**config.mk**
```make
export PLATFORM = sky130hd
export DESIGN_NAME = pnl_top
export DESIGN_NICKNAME = d
export VERILOG_FILES = /design/src/rtl/pnl_pkg.sv /design/src/rtl/pnl_top.sv
export SDC_FILE = /design/constraint.sdc
export NUM_CORES = 1
export LEC_CHECK = 0
export BUFFER_PORTS_ARGS = -buffer_cell sky130_fd_sc_hd__buf_2
export CAP_MARGIN = 30
export CELL_PAD_IN_SITES_DETAIL_PLACEMENT = 1
export CELL_PAD_IN_SITES_GLOBAL_PLACEMENT = 1
export CORE_ASPECT_RATIO = 1.2
export CORE_MARGIN = 2
export CORE_UTILIZATION = 25
export DETAILED_ROUTE_END_ITERATION = 8
export PLACE_DENSITY_LB_ADDON = 0.12
export SYNTH_ARGS = -nofsm -noshare
export SYNTH_HDL_FRONTEND = slang
export SYNTH_SLANG_ARGS = --single-unit
```
**constraint.sdc**
```tcl
create_clock -name clk -period 5.6 [get_ports clk]
set_input_delay 0.28 -clock clk [delete_from_list [all_inputs] [get_ports clk]]
set_output_delay 0.28 -clock clk [all_outputs]
set_load 0.05 [all_outputs]
```
**src/rtl/pnl_pkg.sv**
```systemverilog
// Shared constants and types of the front-panel status and serial-port configuration block.
package pnl_pkg;

	// Register byte offsets.
	localparam logic [7:0] PNL_OFS_CTRL   = 8'h00;
	localparam logic [7:0] PNL_OFS_CRASH  = 8'h04;
	localparam logic [7:0] PNL_OFS_SWCFG  = 8'h08;
	localparam logic [7:0] PNL_OFS_STATUS = 8'h0c;
	localparam logic [7:0] PNL_OFS_PORT   = 8'h10;
	localparam int         PNL_ADDR_W     = 8;

	// Control register bit positions.
	localparam int PNL_CTRL_DIAG_OK = 0;
	localparam int PNL_CTRL_RUNNING = 1;
	localparam int PNL_CTRL_FATAL   = 2;
	localparam int PNL_CTRL_BRIDGE  = 3;

	// Status register field positions.
	localparam int PNL_ST_PROT_POS = 0;
	localparam int PNL_ST_PORT_POS = 2;
	localparam int PNL_ST_PROTECT  = 4;
	localparam int PNL_ST_ADDR_BAD = 5;
	localparam int PNL_ST_NODE     = 8;
	localparam int PNL_ST_GROUP    = 16;
	localparam int PNL_ST_LAMPS    = 20;

	// Slide switch positions.
	localparam logic [1:0] PNL_POS_TOP = 2'h0;
	localparam logic [1:0] PNL_POS_MID = 2'h1;
	localparam logic [1:0] PNL_POS_BOT = 2'h2;

	// Baud index table: 0=50 1=75 2=110 3=134.5 4=150 5=300 6=600 7=1200 8=1800 9=2000 10=2400
	// 11=3600 12=4800 13=7200 14=9600 15=19200.
	localparam logic [3:0] PNL_BAUD_2400 = 4'ha;
	localparam logic [3:0] PNL_BAUD_9600 = 4'he;
	localparam logic [1:0] PNL_PAR_NONE  = 2'h0;
	localparam logic [1:0] PNL_PAR_ODD   = 2'h1;
	localparam logic [1:0] PNL_PAR_EVEN  = 2'h2;

	// Address limits.
	localparam logic [7:0] PNL_SER_ADDR_MIN  = 8'h01;
	localparam logic [7:0] PNL_SER_ADDR_MAX  = 8'hf7;
	localparam logic [7:0] PNL_NODE_ADDR_MAX = 8'h40;
	localparam logic [3:0] PNL_DIGIT_MAX     = 4'h9;
	localparam logic [7:0] PNL_TENS_WEIGHT   = 8'h0a;

	// Blink timing.
	localparam int unsigned PNL_CLK_KHZ      = 250000;
	localparam int unsigned PNL_BLINK_HALF_MS = 250;
	localparam int unsigned PNL_BLINK_GAP_MS  = 1500;
	localparam int unsigned PNL_BLINK_HALF_CYC = PNL_BLINK_HALF_MS * PNL_CLK_KHZ / 1000;
	localparam int unsigned PNL_BLINK_GAP_CYC  = PNL_BLINK_GAP_MS * PNL_CLK_KHZ / 1000;

	// Blink groups; zero means continuous blinking.
	localparam logic [3:0] PNL_GRP_CONT  = 4'h0;
	localparam logic [3:0] PNL_GRP_OTHER = 4'h1;

	typedef enum logic [1:0] {
		PNL_BL_ON,
		PNL_BL_OFF,
		PNL_BL_GAP
	} pnl_blink_t;

	typedef struct packed {
		logic [7:0] addr;
		logic       two_stop;
		logic       eight_bits;
		logic [1:0] parity;
		logic [3:0] baud;
	} pnl_ser_cfg_t;

	localparam pnl_ser_cfg_t PNL_CFG_RESET = '{addr: 8'h01, two_stop: 1'b0, eight_bits: 1'b1,
		parity: 2'h2, baud: 4'he};

	typedef struct packed {
		logic fault;
		logic battery;
		logic protect;
		logic net;
		logic serial;
		logic run;
		logic ready;
	} pnl_lamps_t;

endpackage

```
**src/rtl/pnl_top.sv**
```systemverilog
// Front-panel lamps, switch decoding and serial-port configuration with an AHB-Lite register slave.
`timescale 1ns/1ps
module pnl_top
	import pnl_pkg::*;
#(
	parameter int unsigned BLINK_HALF_CYC = PNL_BLINK_HALF_CYC,
	parameter int unsigned BLINK_GAP_CYC  = PNL_BLINK_GAP_CYC
) (
	input  wire logic                  clk,
	input  wire logic                  rst,
	input  wire logic                  ce,
	input  wire logic                  hsel,
	input  wire logic [31:0]           haddr,
	input  wire logic [1:0]            htrans,
	input  wire logic                  hwrite,
	input  wire logic [2:0]            hsize,
	input  wire logic                  hready,
	input  wire logic [31:0]           hwdata,
	output logic                       hreadyout,
	output logic                       hresp,
	output logic [31:0]                hrdata,
	input  wire logic [1:0]            prot_sw_pos,
	input  wire logic [1:0]            port_sw_pos,
	input  wire logic [3:0]            tens_digit_selector,
	input  wire logic [3:0]            ones_digit_selector,
	input  wire logic                  ser_link_active,
	input  wire logic                  net_link_active,
	input  wire logic                  battery_low,
	input  wire logic                  net_comm_error,
	output pnl_lamps_t                 lamps,
	output pnl_ser_cfg_t               port_cfg,
	output logic                       bridge_mode,
	output logic                       mem_protect,
	output logic [7:0]                 node_addr,
	output logic                       node_addr_bad
);

	typedef struct packed {
		logic                  diag_ok;
		logic                  running;
		logic                  fatal;
		logic                  sw_bridge;
		logic [15:0]           crash;
		pnl_ser_cfg_t          sw_cfg;
		pnl_ser_cfg_t          port_cfg;
		logic                  bridge;
		logic                  protect;
		pnl_lamps_t            lamps;
		logic [7:0]            node;
		logic                  node_bad;
		pnl_blink_t            bl;
		logic [31:0]           tmr;
		logic [3:0]            left;
		logic [3:0]            group;
		logic                  wr_pend;
		logic [PNL_ADDR_W-1:0] wr_ofs;
		logic [31:0]           rdata;
		logic                  ready;
	} pnl_state_t;

	pnl_state_t s_q;
	pnl_state_t s_d;

	// Power-up contents: lamps dark, software settings at their defaults and the bus ready at once.
	localparam pnl_state_t S_RESET = '{
		diag_ok:   1'b0,
		running:   1'b0,
		fatal:     1'b0,
		sw_bridge: 1'b0,
		crash:     16'h0,
		sw_cfg:    PNL_CFG_RESET,
		port_cfg:  PNL_CFG_RESET,
		bridge:    1'b0,
		protect:   1'b0,
		lamps:     '0,
		node:      8'h0,
		node_bad:  1'b0,
		bl:        PNL_BL_GAP,
		tmr:       32'h0,
		left:      4'h0,
		group:     PNL_GRP_CONT,
		wr_pend:   1'b0,
		wr_ofs:    '0,
		rdata:     32'h0,
		ready:     1'b1
	};

	// Blink counts of the crash code groups, and the one parity code that selects nothing.
	localparam logic [3:0] GRP_TWO    = 4'h2;
	localparam logic [3:0] GRP_THREE  = 4'h3;
	localparam logic [3:0] GRP_FOUR   = 4'h4;
	localparam logic [3:0] GRP_FIVE   = 4'h5;
	localparam logic [3:0] GRP_SIX    = 4'h6;
	localparam logic [3:0] GRP_SEVEN  = 4'h7;
	localparam logic [3:0] GRP_EIGHT  = 4'h8;
	localparam logic [1:0] PAR_UNUSED = 2'h3;

	// True when a crash code lies inside an inclusive range of codes.
	function automatic logic in_range(input logic [15:0] code, input logic [15:0] lo, input logic [15:0] hi);
		return code >= lo && code <= hi;
	endfunction

	// Maps a crash code onto the number of run lamp blinks.
	function automatic logic [3:0] blink_group(input logic [15:0] code);
		logic [3:0] g;
		g = PNL_GRP_OTHER;
		if (code == 16'h0000) begin
			g = PNL_GRP_CONT;
		end else if (code == 16'h080b || code == 16'h080c || code == 16'h082e) begin
			g = GRP_TWO;
		end else if (code == 16'h0769 || in_range(code, 16'h072a, 16'h0730)) begin
			g = GRP_THREE;
		end else if (in_range(code, 16'h0604, 16'h0631)) begin
			g = GRP_FOUR;
		end else if (code == 16'h0503 || code == 16'h052d) begin
			g = GRP_FIVE;
		end else if (code == 16'h0402) begin
			g = GRP_SIX;
		end else if (code == 16'h0300 || code == 16'h0301) begin
			g = GRP_SEVEN;
		end else if (in_range(code, 16'h8001, 16'h8003)) begin
			g = GRP_EIGHT;
		end
		return g;
	endfunction

	// Decimal value of the two rotary digits.
	function automatic logic [7:0] rotary_value(input logic [3:0] tens, input logic [3:0] ones);
		return 8'({4'h0, tens} * PNL_TENS_WEIGHT + {4'h0, ones});
	endfunction

	// A software configuration is taken only when every field is legal.
	function automatic logic cfg_legal(input pnl_ser_cfg_t c);
		return c.parity != PAR_UNUSED && c.addr >= PNL_SER_ADDR_MIN && c.addr <= PNL_SER_ADDR_MAX;
	endfunction

	// A rotary digit shows zero to nine; the codes above are unused positions.
	function automatic logic digit_ok(input logic [3:0] d);
		return d <= PNL_DIGIT_MAX;
	endfunction

	// Port settings of a fixed switch position; both fixed modes use even parity and one stop bit.
	function automatic pnl_ser_cfg_t fixed_cfg(input logic [3:0] baud, input logic eight_bits,
		input logic [7:0] addr);
		pnl_ser_cfg_t c;
		c.addr       = addr;
		c.two_stop   = 1'b0;
		c.eight_bits = eight_bits;
		c.parity     = PNL_PAR_EVEN;
		c.baud       = baud;
		return c;
	endfunction

	// Last cycle of a blink phase of the given length.
	function automatic logic phase_end(input logic [31:0] tmr, input int unsigned len);
		return tmr == 32'(len - 1);
	endfunction

	// Read data of one offset; the status word gathers switches, decoded state and lamps.
	function automatic logic [31:0] read_mux(input logic [PNL_ADDR_W-1:0] ofs, input pnl_state_t s,
		input logic [1:0] prot_pos, input logic [1:0] port_pos);
		logic [31:0] r;
		r = 32'h0;
		unique case (ofs)
			PNL_OFS_CTRL: begin
				r[PNL_CTRL_DIAG_OK] = s.diag_ok;
				r[PNL_CTRL_RUNNING] = s.running;
				r[PNL_CTRL_FATAL]   = s.fatal;
				r[PNL_CTRL_BRIDGE]  = s.sw_bridge;
			end
			PNL_OFS_CRASH: r[15:0] = s.crash;
			PNL_OFS_SWCFG: r[15:0] = s.sw_cfg;
			PNL_OFS_STATUS: begin
				r[PNL_ST_PROT_POS +: 2] = prot_pos;
				r[PNL_ST_PORT_POS +: 2] = port_pos;
				r[PNL_ST_PROTECT]       = s.protect;
				r[PNL_ST_ADDR_BAD]      = s.node_bad;
				r[PNL_ST_NODE +: 8]     = s.node;
				r[PNL_ST_GROUP +: 4]    = s.group;
				r[PNL_ST_LAMPS +: 7]    = s.lamps;
			end
			PNL_OFS_PORT: r[15:0] = s.port_cfg;
			default: r = 32'h0;
		endcase
		return r;
	endfunction

	always_comb begin
		logic       addr_ok;
		logic       run_lamp;
		logic       half_end;
		logic       gap_end;
		logic [7:0] rot;
		pnl_ser_cfg_t wcfg;
		logic       take;
		addr_ok  = 1'b0;
		take     = 1'b0;
		run_lamp = 1'b0;
		half_end = 1'b0;
		gap_end  = 1'b0;
		rot      = 8'h0;
		wcfg     = PNL_CFG_RESET;
		s_d      = s_q;

		// Data phase of a write accepted in the previous cycle.
		// Write data stands only in the data phase, so the offset is held over from the address phase.
		if (s_q.wr_pend) begin
			s_d.wr_pend = 1'b0;
			unique case (s_q.wr_ofs)
				PNL_OFS_CTRL: begin
					s_d.diag_ok   = hwdata[PNL_CTRL_DIAG_OK];
					s_d.running   = hwdata[PNL_CTRL_RUNNING];
					s_d.fatal     = hwdata[PNL_CTRL_FATAL];
					s_d.sw_bridge = hwdata[PNL_CTRL_BRIDGE];
				end
				PNL_OFS_CRASH: s_d.crash = hwdata[15:0];
				PNL_OFS_SWCFG: begin
					wcfg = pnl_ser_cfg_t'(hwdata[15:0]);
					if (cfg_legal(wcfg)) begin
						s_d.sw_cfg = wcfg;
					end
				end
				default: s_d.wr_pend = 1'b0;
			endcase
		end

		// Rotary address decode.
		rot     = rotary_value(tens_digit_selector, ones_digit_selector);
		// A digit above nine makes the address invalid even where the sum would fall in range.
		addr_ok = digit_ok(tens_digit_selector) && digit_ok(ones_digit_selector)
			&& rot != 8'h0 && rot <= PNL_NODE_ADDR_MAX;
		s_d.node     = rot;
		s_d.node_bad = !addr_ok;

		// Switch decode and effective port settings.
		s_d.protect = prot_sw_pos == PNL_POS_TOP;
		if (port_sw_pos == PNL_POS_TOP) begin
			s_d.port_cfg = fixed_cfg(PNL_BAUD_2400, 1'b0, rot);
			s_d.bridge = 1'b1;
		end else if (port_sw_pos == PNL_POS_MID) begin
			s_d.port_cfg = fixed_cfg(PNL_BAUD_9600, 1'b1, rot);
			s_d.bridge = 1'b1;
		end else begin
			// The unused fourth switch code is treated as the bottom position.
			s_d.port_cfg = s_d.sw_cfg;
			s_d.bridge   = s_d.sw_bridge;
		end

		// Run lamp blink sequencer.
		// The timer is a full word so that the default gap at the rated clock still fits.
		half_end = phase_end(s_q.tmr, BLINK_HALF_CYC);
		gap_end  = phase_end(s_q.tmr, BLINK_GAP_CYC);
		s_d.group = blink_group(s_d.crash);
		if (!s_d.fatal) begin
			// Parked at the end of a gap so the first flash starts on the same edge that sets the fatal bit.
			s_d.bl  = PNL_BL_GAP;
			s_d.tmr = 32'(BLINK_GAP_CYC - 1);
		end else begin
			s_d.tmr = s_q.tmr + 32'h1;
			unique case (s_q.bl)
				PNL_BL_ON: if (half_end) begin
					s_d.bl   = PNL_BL_OFF;
					s_d.tmr  = 32'h0;
					s_d.left = s_q.left - 4'h1;
				end
				PNL_BL_OFF: if (half_end) begin
					s_d.tmr = 32'h0;
					s_d.bl  = (s_q.group == PNL_GRP_CONT || s_q.left != 4'h0) ? PNL_BL_ON : PNL_BL_GAP;
				end
				PNL_BL_GAP: if (gap_end) begin
					s_d.bl   = PNL_BL_ON;
					s_d.tmr  = 32'h0;
					s_d.left = s_d.group;
				end
				default: s_d.bl = PNL_BL_GAP;
			endcase
		end
		run_lamp = s_d.fatal ? (s_d.bl == PNL_BL_ON) : s_d.running;

		// Lamps.
		s_d.lamps.ready   = s_d.diag_ok;
		s_d.lamps.run     = run_lamp;
		s_d.lamps.serial  = ser_link_active;
		s_d.lamps.net     = !addr_ok || net_link_active;
		s_d.lamps.protect = s_d.protect;
		s_d.lamps.battery = battery_low;
		s_d.lamps.fault   = net_comm_error;

		// Address phase; read data is taken from the updated state so a write is seen at once.
		s_d.ready = 1'b1;
		// Transfer size is not decoded: only whole words are mapped and no wait state is inserted.
		take      = hsel && htrans[1] && hready;
		if (take) begin
			s_d.wr_pend = hwrite;
			s_d.wr_ofs  = haddr[PNL_ADDR_W-1:0];
			s_d.rdata   = hwrite ? 32'h0 : read_mux(haddr[PNL_ADDR_W-1:0], s_d, prot_sw_pos, port_sw_pos);
		end
	end

	// A low clock enable holds every bit, bus answers included.
	always_ff @(posedge clk) begin
		if (rst) begin
			s_q <= S_RESET;
		end else if (ce) begin
			s_q <= s_d;
		end
	end

	assign hreadyout     = s_q.ready;
	// Every transfer ends OKAY; unmapped offsets simply read as zero.
	assign hresp         = 1'b0;
	assign hrdata        = s_q.rdata;
	assign lamps         = s_q.lamps;
	assign port_cfg      = s_q.port_cfg;
	assign bridge_mode   = s_q.bridge;
	assign mem_protect   = s_q.protect;
	assign node_addr     = s_q.node;
	assign node_addr_bad = s_q.node_bad;

endmodule // pnl_top

```
### Word level (Yosys, flattened, before mapping)

Index checks and enable logic that the tools add are counted.

| operators by class | value |
|---|---|
| reductions and logical operators | 31 |
| $add $sub $neg | 3 |
| order comparisons | 11 |
| multipliers | 1 |
| mux-type cells | 31 |
| equality and inequality tests | 23 |

Operator list:

| cell | number |
|---|---|
| $pmux 32 s3 | 1 |
| $mux 38 | 2 |
| $mux 34 | 2 |
| $eq 16x11->1 const B | 4 |
| $eq 16x12->1 const B | 3 |
| $mux 16 | 3 |
| $mux 41 | 1 |
| $mux 36 | 1 |
| $mux 4 | 9 |
| $mux 17 | 2 |
| $add 32x1->32 const B | 1 |
| $eq 16x10->1 const B | 2 |
| $eq 32x16->1 const B | 1 |
| $eq 32x19->1 const B | 1 |
| $ge 16x11->1 const B | 2 |
| $le 16x11->1 const B | 2 |
| $pmux 8 s4 | 1 |
| $mux 27 | 1 |
| $eq 8x4->1 const B | 3 |
| $pmux 4 s5 | 1 |
| $eq 8x3->1 const B | 2 |
| $ge 16x16->1 const B | 1 |
| $le 16x16->1 const B | 1 |
| $logic_not 16->1 | 1 |
| other kinds (28) | 52 |

| storage, ports and cells | value |
|---|---|
| word-level logic and storage cells | 131 |
| output and inout bits | 68 |
| input port bits | 91 |
| register bits | 151 |

### Depth between registers and ports, before layout

Gate-level depths: netlist of the first run.

| logic depth | value |
|---|---|
| depth after elaboration | 24 |
| gate-level depth with buffers | 11 |
| depth with buffers taken out | 11 |

### Worst setup path after synthesis of the first run

Ideal clock, no wire load.

| path | value |
|---|---|
| path type | register to register |
| start point | register s_q[34] in the netlist's numbering |
| end point | register s_q[47] in the netlist's numbering |
| setup slack | 3035 ps |
| data arrival time | 2486 ps |
| stages on the path, launching flop included | 9 |
| required time | 5521 ps |
| setup time | 79 ps |
| buffers on the path | 1 |
| period minus slack after synthesis | 2565 ps |
| cells stage by stage | dfxtp_1 or4_4 nor4b_4 buf_4 mux2i_1 o221ai_1 o2111a_1 o221a_2 a211oi_2 |

| on the way | value |
|---|---|
| word-level cells in the longest chain between the ends | 14 |

RTL lines:

| what | line | source |
|---|---|---|
| start: declaration | pnl_top.sv:61 | `pnl_state_t s_q;` |
| start signal: assignment | pnl_top.sv:303 | `s_q <= S_RESET;` |
| start signal: assignment | pnl_top.sv:305 | `s_q <= s_d;` |
| $eq 8x3->1 | pnl_top.sv:209 | `unique case (s_q.wr_ofs)` |
| $mux 16 | pnl_top.sv:209 |  |
| $mux 36 * | pnl_top.sv:207 | `if (s_q.wr_pend) begin` |
| branches (longest 11 deep; another with $ge 16x11->1) | n/a |  |

Mark *: on every way between the ends. The select of a mux whose other input is x is not followed.
A chain may end at the register's enable or synchronous reset.

### Worst setup path after layout of the first run

| path | value |
|---|---|
| start point | register s_q[34] in the netlist's numbering |
| end point | register s_q[71] in the netlist's numbering |

| on the way | value |
|---|---|
| word-level cells in the longest chain between the ends | 4 |

RTL lines:

| what | line | source |
|---|---|---|
| $logic_not 8->1 | pnl_top.sv:209 |  |
| $mux 4 | pnl_top.sv:209 |  |
| $mux 36 | pnl_top.sv:207 |  |
| $mux 34 | pnl_top.sv:254 | `if (!s_d.fatal) begin` |

Every way passes these cells.

==> summary by stage, run 1 <==
Run status
The run finished with clean final reports.

Logic synthesis
Yosys mapped the design onto 80 distinct sky130hd cell types. The sequential share of the synthesized area is 0.345. The mean cell area of the mapped netlist is 7.91 um2. Summing every instance area after synthesis gives 8460 um2. The top cell type by total area after synthesis is dfxtp_1. The total of warnings raised by yosys is 0. The area share of the largest cell type after synthesis is 0.345. Ranked by total cell area, the synthesized netlist is headed by dfxtp_1 35%, buf_4 6.0%, nand2_1 5.7%. For this run, the leading register cell type out of synthesis is dfxtp_1. The proportion of register bits with asynchronous set or reset after synthesis is 0. The synthesized design contains 0 enable-type register cells. In this run, synthesis produced a sequential element count of 146. The cell count after synthesis is 1069.

Worst setup path
STA classifies the critical path startpoint as a register. In this run the register-to-register setup slack is 2230 ps. The largest single stage delay on the critical path is 850 ps.

The required arrival time at the worst endpoint is 5940 ps. In this run the critical register-to-register path is captured at s_q[71]. The critical-path cell with the highest stage delay is o211a_1. In this run the worst path has a maximum fanout of 30.

The critical path goes through or4_4 > nor4_4 > mux2_4 > o211a_1 > o21ai_0 > a311oi_1. The data arrival time of the critical path is 3720 ps. The critical path is of the register to register type. Counting cells, the worst reg-to-reg path comes to 6. The cell count along the critical path is 6.

The combined buffer and inverter count along the critical path is 0. The worst register-to-register path begins at s_q[34]. The kind of cell adding the most delay to the critical path is compound AO/OA/AOI/OAI gates. STA classifies the critical path endpoint as a register.

Power and ir drop
VDD sags by at most 0.000195 V. Summed over all cells, the static leakage comes to 3.36 nW. In this run the power density over the cells is 275 nW/um2.

Timing
Of the available clock period, the critical path in the final layout requires 0.602. The total count of hold-check failures in the final report is 0. The final critical path time including I/O delays and setup is 3370 ps. The smallest hold slack is 83.2 ps. The final sum of negative setup slack is 0 ps. Headroom to the max-slew limit came out at 0.343. The total setup violations reported at the end of the flow is 0. For the pin with the worst max-slew slack, the measured transition is 986 ps. The number of pins exceeding their max-slew limit in the final report was 0. The highest clock frequency the design can meet is 0.296 GHz. Setup repair after global routing left no endpoint under its margin. The post-route clock skew is 12.7 ps.

Floorplanning
The area of the core is 33200 um2. The number of placement rows is 73. The initial utilization of the core area, before any placement, comes to 0.254. The overall die height is 206 um. The die span in x is 172 um. The die area is 35300 um2. The number of top-level pins is 159.

GRT
The initial antenna violation count is 0. Global routing finished with a remaining overflow of 0. The overall routing resource usage is 0.185. The number of global-route vias before repair is 7872. The maximum number of pins on one net before global-route repair is 60.

The first global-routing pass estimated 48.9 mm of wire.

Drt
The total via count after detailed routing is 7931. The first-pass detailed-route iteration total is 4. The residual antenna-violating net count after detailed routing is 0. The wire length reported by the detailed router is 32.3 mm.

The detailed router's first-iteration violation count is 372. The final routed wire length divided by cell count is 20.9 um. Using the TritonRoute via totals, the vias-per-cell ratio works out to 5.14. The number of remaining DRC errors is 0.

Finish
The library cell used most frequently in the layout, excluding fill and tap cells, is dfxtp_1. From synthesis to final layout, the design area changed by 12.3%. The multi-input combinational cells in the finished layout cover a total of 4720 um2. Excluding fillers, the count of instances in the completed layout stands at 1544.

The number of nets in the final layout is 1184. In the layout the commonest cells are 146 x dfxtp_1, 129 x nand2_1, 123 x nor2_1. With fillers left out, the area of the finished cells amounts to 9500 um2. 0 antenna diodes ended up in the layout. The number of filler instances in the final layout is 4032. The area of all sequential standard cells is 2920 um2. The layout cell share with drive strength beyond 1 is 0.166.

Place
The count of buffers from port buffering is 107. The HPWL after detailed placement is 23.5 mm. In this run, placement finished with an instance count of 1512.

In this run the cell area measured after placement is 8920 um2. The congestion estimate from routability-driven global placement came to 0.782.

CTS
The clock insertion delay at the later pin of the skew report is 450 ps. The maximum buffer depth of the clock tree is 2. The number of buffers added for setup after CTS is 0. Clock tree synthesis inserted a total of 17 buffers. After clock tree synthesis, the flow added hold-fix buffers numbering 0. The TritonCTS clock tree is done. The number of sinks driven by the clock tree is 146. The CTS H-tree depth is 4. The cell at the root of the clock tree is clkbuf_16. The register clock-pin slew on the reported worst setup and hold paths is 70 ps. Gates resized during post-CTS repair numbered 0.

Hold path
In this run the most critical hold path is launched from haddr[6]. The capture endpoint of the worst hold path is s_q[39]. The type of the tightest min-delay check is input pin to register. The worst hold path cell count is 3.

Flow run
The total of max-cap violations is 0.
[through the flow]
stage | util | power, mW | worst slack [ps]
5_1_grt | 0.286 | 2.73 | 1970
2_1_floorplan | - | 1.37 | 3030
6_report | 0.286 | 2.61 | 2230
3_3_place_gp | 0.268 | 1.48 | 1960
3_5_place_dp | 0.268 | 1.48 | 2210
4_1_cts | 0.286 | 2.65 | 2200
[state kept, by name, indices dropped and copies added (netlist names)]
name	cells
s_q	86
hrdata	27
port_cfg	16
node_addr	8
lamps	7
bridge_mode	1
node_addr_bad	1
[kinds of logic after synthesis]
| family | share of synthesized area |
|---|---|
| and+or+nand+nor | 0.251 |
| AOI/OAI and AO/OA | 0.210 |
| buffers and inverters | 0.0992 |
| DFF | 0.345 |
| muxes | 0.0667 |
| adders and majority gates | 0.0195 |
| xor gates and xnor gates | 0.00725 |
| other | 0.000888 |
[final cells by class]
type	count	area share
multi-input combinational	776	0.497
timing repair buffer	120	0.0673
inverter	20	0.00790
tap	450	0.0592
sequential	146	0.308
clock inverter	14	0.0146
clock buffer	18	0.0462
[per-layer routing]
layer / track usage / vias to the layer above / routed length, um
met5: 0 / - / 0
met4: 0.0498 / 0 / 450
met3: 0.0252 / 25 / 922
met2: 0.312 / 137 / 15600
met1: 0.246 / 3920 / 15300
li1: - / 3849 / -
[synth_stat cells, drive strengths merged (18+ instances only)]
cell type    n
nand4       18
dfxtp      146
mux2i       47
inv         19
nand2      130
o21ai       75
a211oi      27
clkbuf      54
nand3       30
a21oi       65
nor3        40
nor2       124
buf         78
[report_power, final]
group	leakage, nW	switching, mW	total, mW	internal, mW
logic	1.89	0.254	0.350	0.0959
registers	1.19	0.0308	1.10	1.07
clock network	0.283	0.554	1.16	0.603
total	3.36	0.838	2.61	1.77
[worst max-delay path by stage]
| stage | to | slack (ps) | start |
|---|---|---|---|
| after floorplan | s_q[47] | 3030 | s_q[34] |
| after detailed placement | s_q[74] | 2210 | s_q[34] |
| after CTS | s_q[74] | 2200 | s_q[34] |
| final | s_q[71] | 2230 | s_q[34] |
| after global placement | s_q[48] | 1960 | s_q[34] |
| after global routing | s_q[71] | 1970 | s_q[34] |
[worst min-delay path, delay by kind of cell]
| family | cells | cell delay, ps |
|---|---|---|
| buffers and inverters | 1 | 100 |
| AO/OA/AOI/OAI | 1 | 50 |
| AND/OR/NAND/NOR | 1 | 50 |
No activity file was read; power rests on OpenSTA's default activity.
==> inputs of run 2 (changes only) <==
==> constraint.sdc (replaced) <==
create_clock -name clk -period 2.75 [get_ports clk]
set_input_delay 0.1375 -clock clk [delete_from_list [all_inputs] [get_ports clk]]
set_output_delay 0.1375 -clock clk [all_outputs]
set_load 0.05 [all_outputs]
==> run 2 against run 1 <==
Net effect: power rose by 110%; critical endpoint is now s_q[46]; register-to-register slack got worse by 2200 ps; fmax rose by 26%; worst setup slack got worse by 2200 ps; combinational power rose by 130%; highest routed layer unchanged; largest power group unchanged; wire length rose by 3.6%.
==> summary by stage, run 2 (synthesis results as in run 1) <==
Worst setup path
The startpoint of the most critical register-to-register path is s_q[34]. The worst setup path is launched from a register. The maximum fanout along the worst path came to 6 (-80%).

The critical path endpoint category is a register. The number of cells traversed by the worst register-to-register path is 10 (+4). The register-to-register setup slack is 60 ps (-2160 ps). The required arrival time at the worst endpoint is 3080 ps (-2860 ps). The data arrival time of the critical path was 3010 ps (-710 ps). The endpoint identified for the worst register-to-register timing path is s_q[46]. The worst setup path is of the register to register kind.

Timing
The headroom to the max-slew limit is 0.482 (+0.140). The number of pins exceeding their max-slew limit in the final report came to 0 (unchanged). The transition time at the pin with the least slew margin is 776 ps (-210 ps).

The post-route clock skew is 17.9 ps (+5.19 ps). The total setup violations reported at the end of the flow is 0 (unchanged). The final clock period utilization by the worst path is 0.977 (+0.375). The highest clock frequency the design can meet is 0.372 GHz (+26%). Setup repair after global routing could not meet its margin everywhere. The smallest hold slack was 18.3 ps (-64.9 ps). The final critical path time including I/O delays and setup is 2690 ps (-687 ps). The total count of hold-check failures in the final report is 0 (unchanged).

Drt
The wire length reported by the detailed router is 33.4 mm (+3.6%). The mean number of vias per cell was 5.12 (-0.40%). The number of remaining DRC errors is 0 (unchanged). The residual antenna-violating net count after detailed routing came to 0 (unchanged). The total via count after detailed routing came to 8314 (+4.8%). The final routed wire length divided by cell count is 20.6 um (-1.5%).

The detailed router's first-iteration violation count is 539 (+45%). The first-pass detailed-route iteration total was 5 (+1).

Floorplanning
The area of the core is 33200 um2 (unchanged). The number of top-level pins is 159 (unchanged). The die span in x was 172 um (unchanged). The overall die height is 206 um (unchanged).

The die area was 35300 um2 (unchanged). The number of placement rows is 73 (unchanged). The initial core utilization came to 0.254 (unchanged).

CTS
The CTS buffer count is 17 (unchanged). The register clock-pin slew on the reported worst setup and hold paths is 70 ps (about the same). TritonCTS built the clock tree. The CTS H-tree depth is 4 (unchanged).

The cell at the root of the clock tree is clkbuf_16. The clock insertion delay at the later pin of the skew report is 440 ps (about the same). The maximum buffer depth of the clock tree is 2 (unchanged). The number of sinks driven by the clock tree is 146 (unchanged).

Power and ir drop
The internal power contribution is 3.94 mW (+120%). The switching component of the power was 1.64 mW (+96%). The portion of total power attributed to sequential cells is 0.400 (-0.023). The peak supply drop is 0.000359 V (+84%). The fraction of power spent switching nets came to 0.294 (-0.0275).

The total power divided by cell area is 540 nW/um2 (+97%). The clock network fraction of design power is 0.453 (+0.010). The reported leakage power is 3.82 nW (+14%). The combinational share of power is 0.146 (+0.012).

Place
The global placer's final weighted congestion is 0.821 (+5.1%). The count of buffers from port buffering is 107 (unchanged). The cell area after placement is 9460 um2 (+6.0%).

The HPWL after detailed placement is 25.0 mm (+6.1%).

Finish
The most common cell after layout, fill and taps aside is dfxtp_1. The area of all sequential standard cells is 2920 um2 (unchanged). Leaving out fill and tap cells, the most frequent cells in the layout are 146 x dfxtp_1, 129 x nand2_1, 123 x nor2_1. The number of nets in the final layout is 1265 (+6.8%). The area growth from synthesis to layout is 22.1%.

The register with the most flip-flops is s_q. The layout cell share with drive strength beyond 1 is 0.223 (+0.0566). The final standard cell utilization of the core came to 0.311 (+0.0249). The post-route standard cell area excluding fillers is 10300 um2 (+8.7%).

The number of filler instances in the final layout is 4022 (-0.25%). The total inserted antenna cells came to 0 (unchanged). The flip-flop count of the largest register after layout is 86 (unchanged). The multi-input gate area in the final layout is 4800 um2 (+1.5%).

Hold path
The path with the worst hold slack has its endpoint at s_q[148]. The worst hold path cell count is 3 (unchanged). The min-delay analysis places its worst path in the category input pin to register.

The startpoint identified for the worst hold timing path is hwdata[14].

GRT
The number of global-route vias before repair is 8275 (+5.1%). The initial antenna violation count is 0 (unchanged). The sum of overflow across all layers after global routing is 0 (unchanged). The global-route wire length before repair is 50.8 mm (+4.0%). The overall routing resource usage is 0.191 (+0.00607). The maximum number of pins on one net before global-route repair was 61 (+1.7%).

Flow run
The total of max-cap violations is 0 (unchanged).

Run status
The flow ran to the end, and the final reports show no timing, DRC or antenna violations.
-- run 2: area by class of cell --
cell class	count	area share
clock buffer	19	0.0438
clock inverter	13	0.0170
tap	450	0.0545
inverter	20	0.00727
sequential	146	0.283
timing repair buffer	201	0.130
multi-input combinational	776	0.464
-- run 2: per-stage QoR --
stage / std cells / setup TNS (ps) / setup WS [ps] / power, mW
after floorplan: 1074 / 0 / 185 / 2.79
after global placement: 1577 / 0 / 52.9 / 3.08
after detailed placement: 1577 / 0 / 25.2 / 3.09
after CTS: 1620 / 0 / 1.70 / 5.66
after global routing: 1625 / -35.0 / -35.0 / 5.85
final: 1625 / 0 / 63.5 / 5.58
-- run 2: worst max-delay path: stages (launching register included) --
cell and delay, ps:
dfxtp_1 330, or4_4 590, nor4b_4 220, buf_4 180, buf_12 130, buf_4 110, mux2i_1 250, o221ai_1 190
nand3_1 270, nor3_1 80, o221a_1 220
-- run 2: worst max-delay path by stage --
stage | endpoint | from | slack (ps)
2_1_floorplan | s_q[47] | s_q[34] | 180
3_3_place_gp | hrdata[15] | tens_digit_selector[1] | 50
3_5_place_dp | s_q[47] | s_q[55] | 30
4_1_cts | s_q[48] | s_q[55] | 2
5_1_grt | hrdata[2] | s_q[34] | -40
6_report | s_q[46] | s_q[34] | 60
-- run 2: timing repair --
| action | CTS | global route |
|---|---|---|
| gates resized for setup | 1 | 13 |
| endpoints found under the setup margin | 1 | 21 |
| buffers inserted | 0 | 3 |
| endpoints found under the hold margin | 15 | 1 |
| pin swaps | 0 | 3 |
| hold buffers | 11 | 1 |
| gates cloned | 0 | 1 |
-- run 2: routing by layer --
layer,part of all wire,track usage,vias to the layer above,routed length (um)
met5,0,0,-,0
met4,0.0097,0.0468,0,323
met1,0.47,0.254,4162,15800
met2,0.49,0.322,126,16400
met3,0.027,0.0290,18,919
li1,-,-,4008,-
-- run 2: power by group through the flow --
stage / combinational [mW] / sequential (mW) / clock, mW
4_1_cts: 0.819 / 2.23 / 2.61
2_1_floorplan: 0.516 / 2.28 / 0
5_1_grt: 0.885 / 2.24 / 2.72
6_report: 0.817 / 2.23 / 2.53
3_3_place_gp: 0.798 / 2.28 / 0
3_5_place_dp: 0.805 / 2.28 / 0
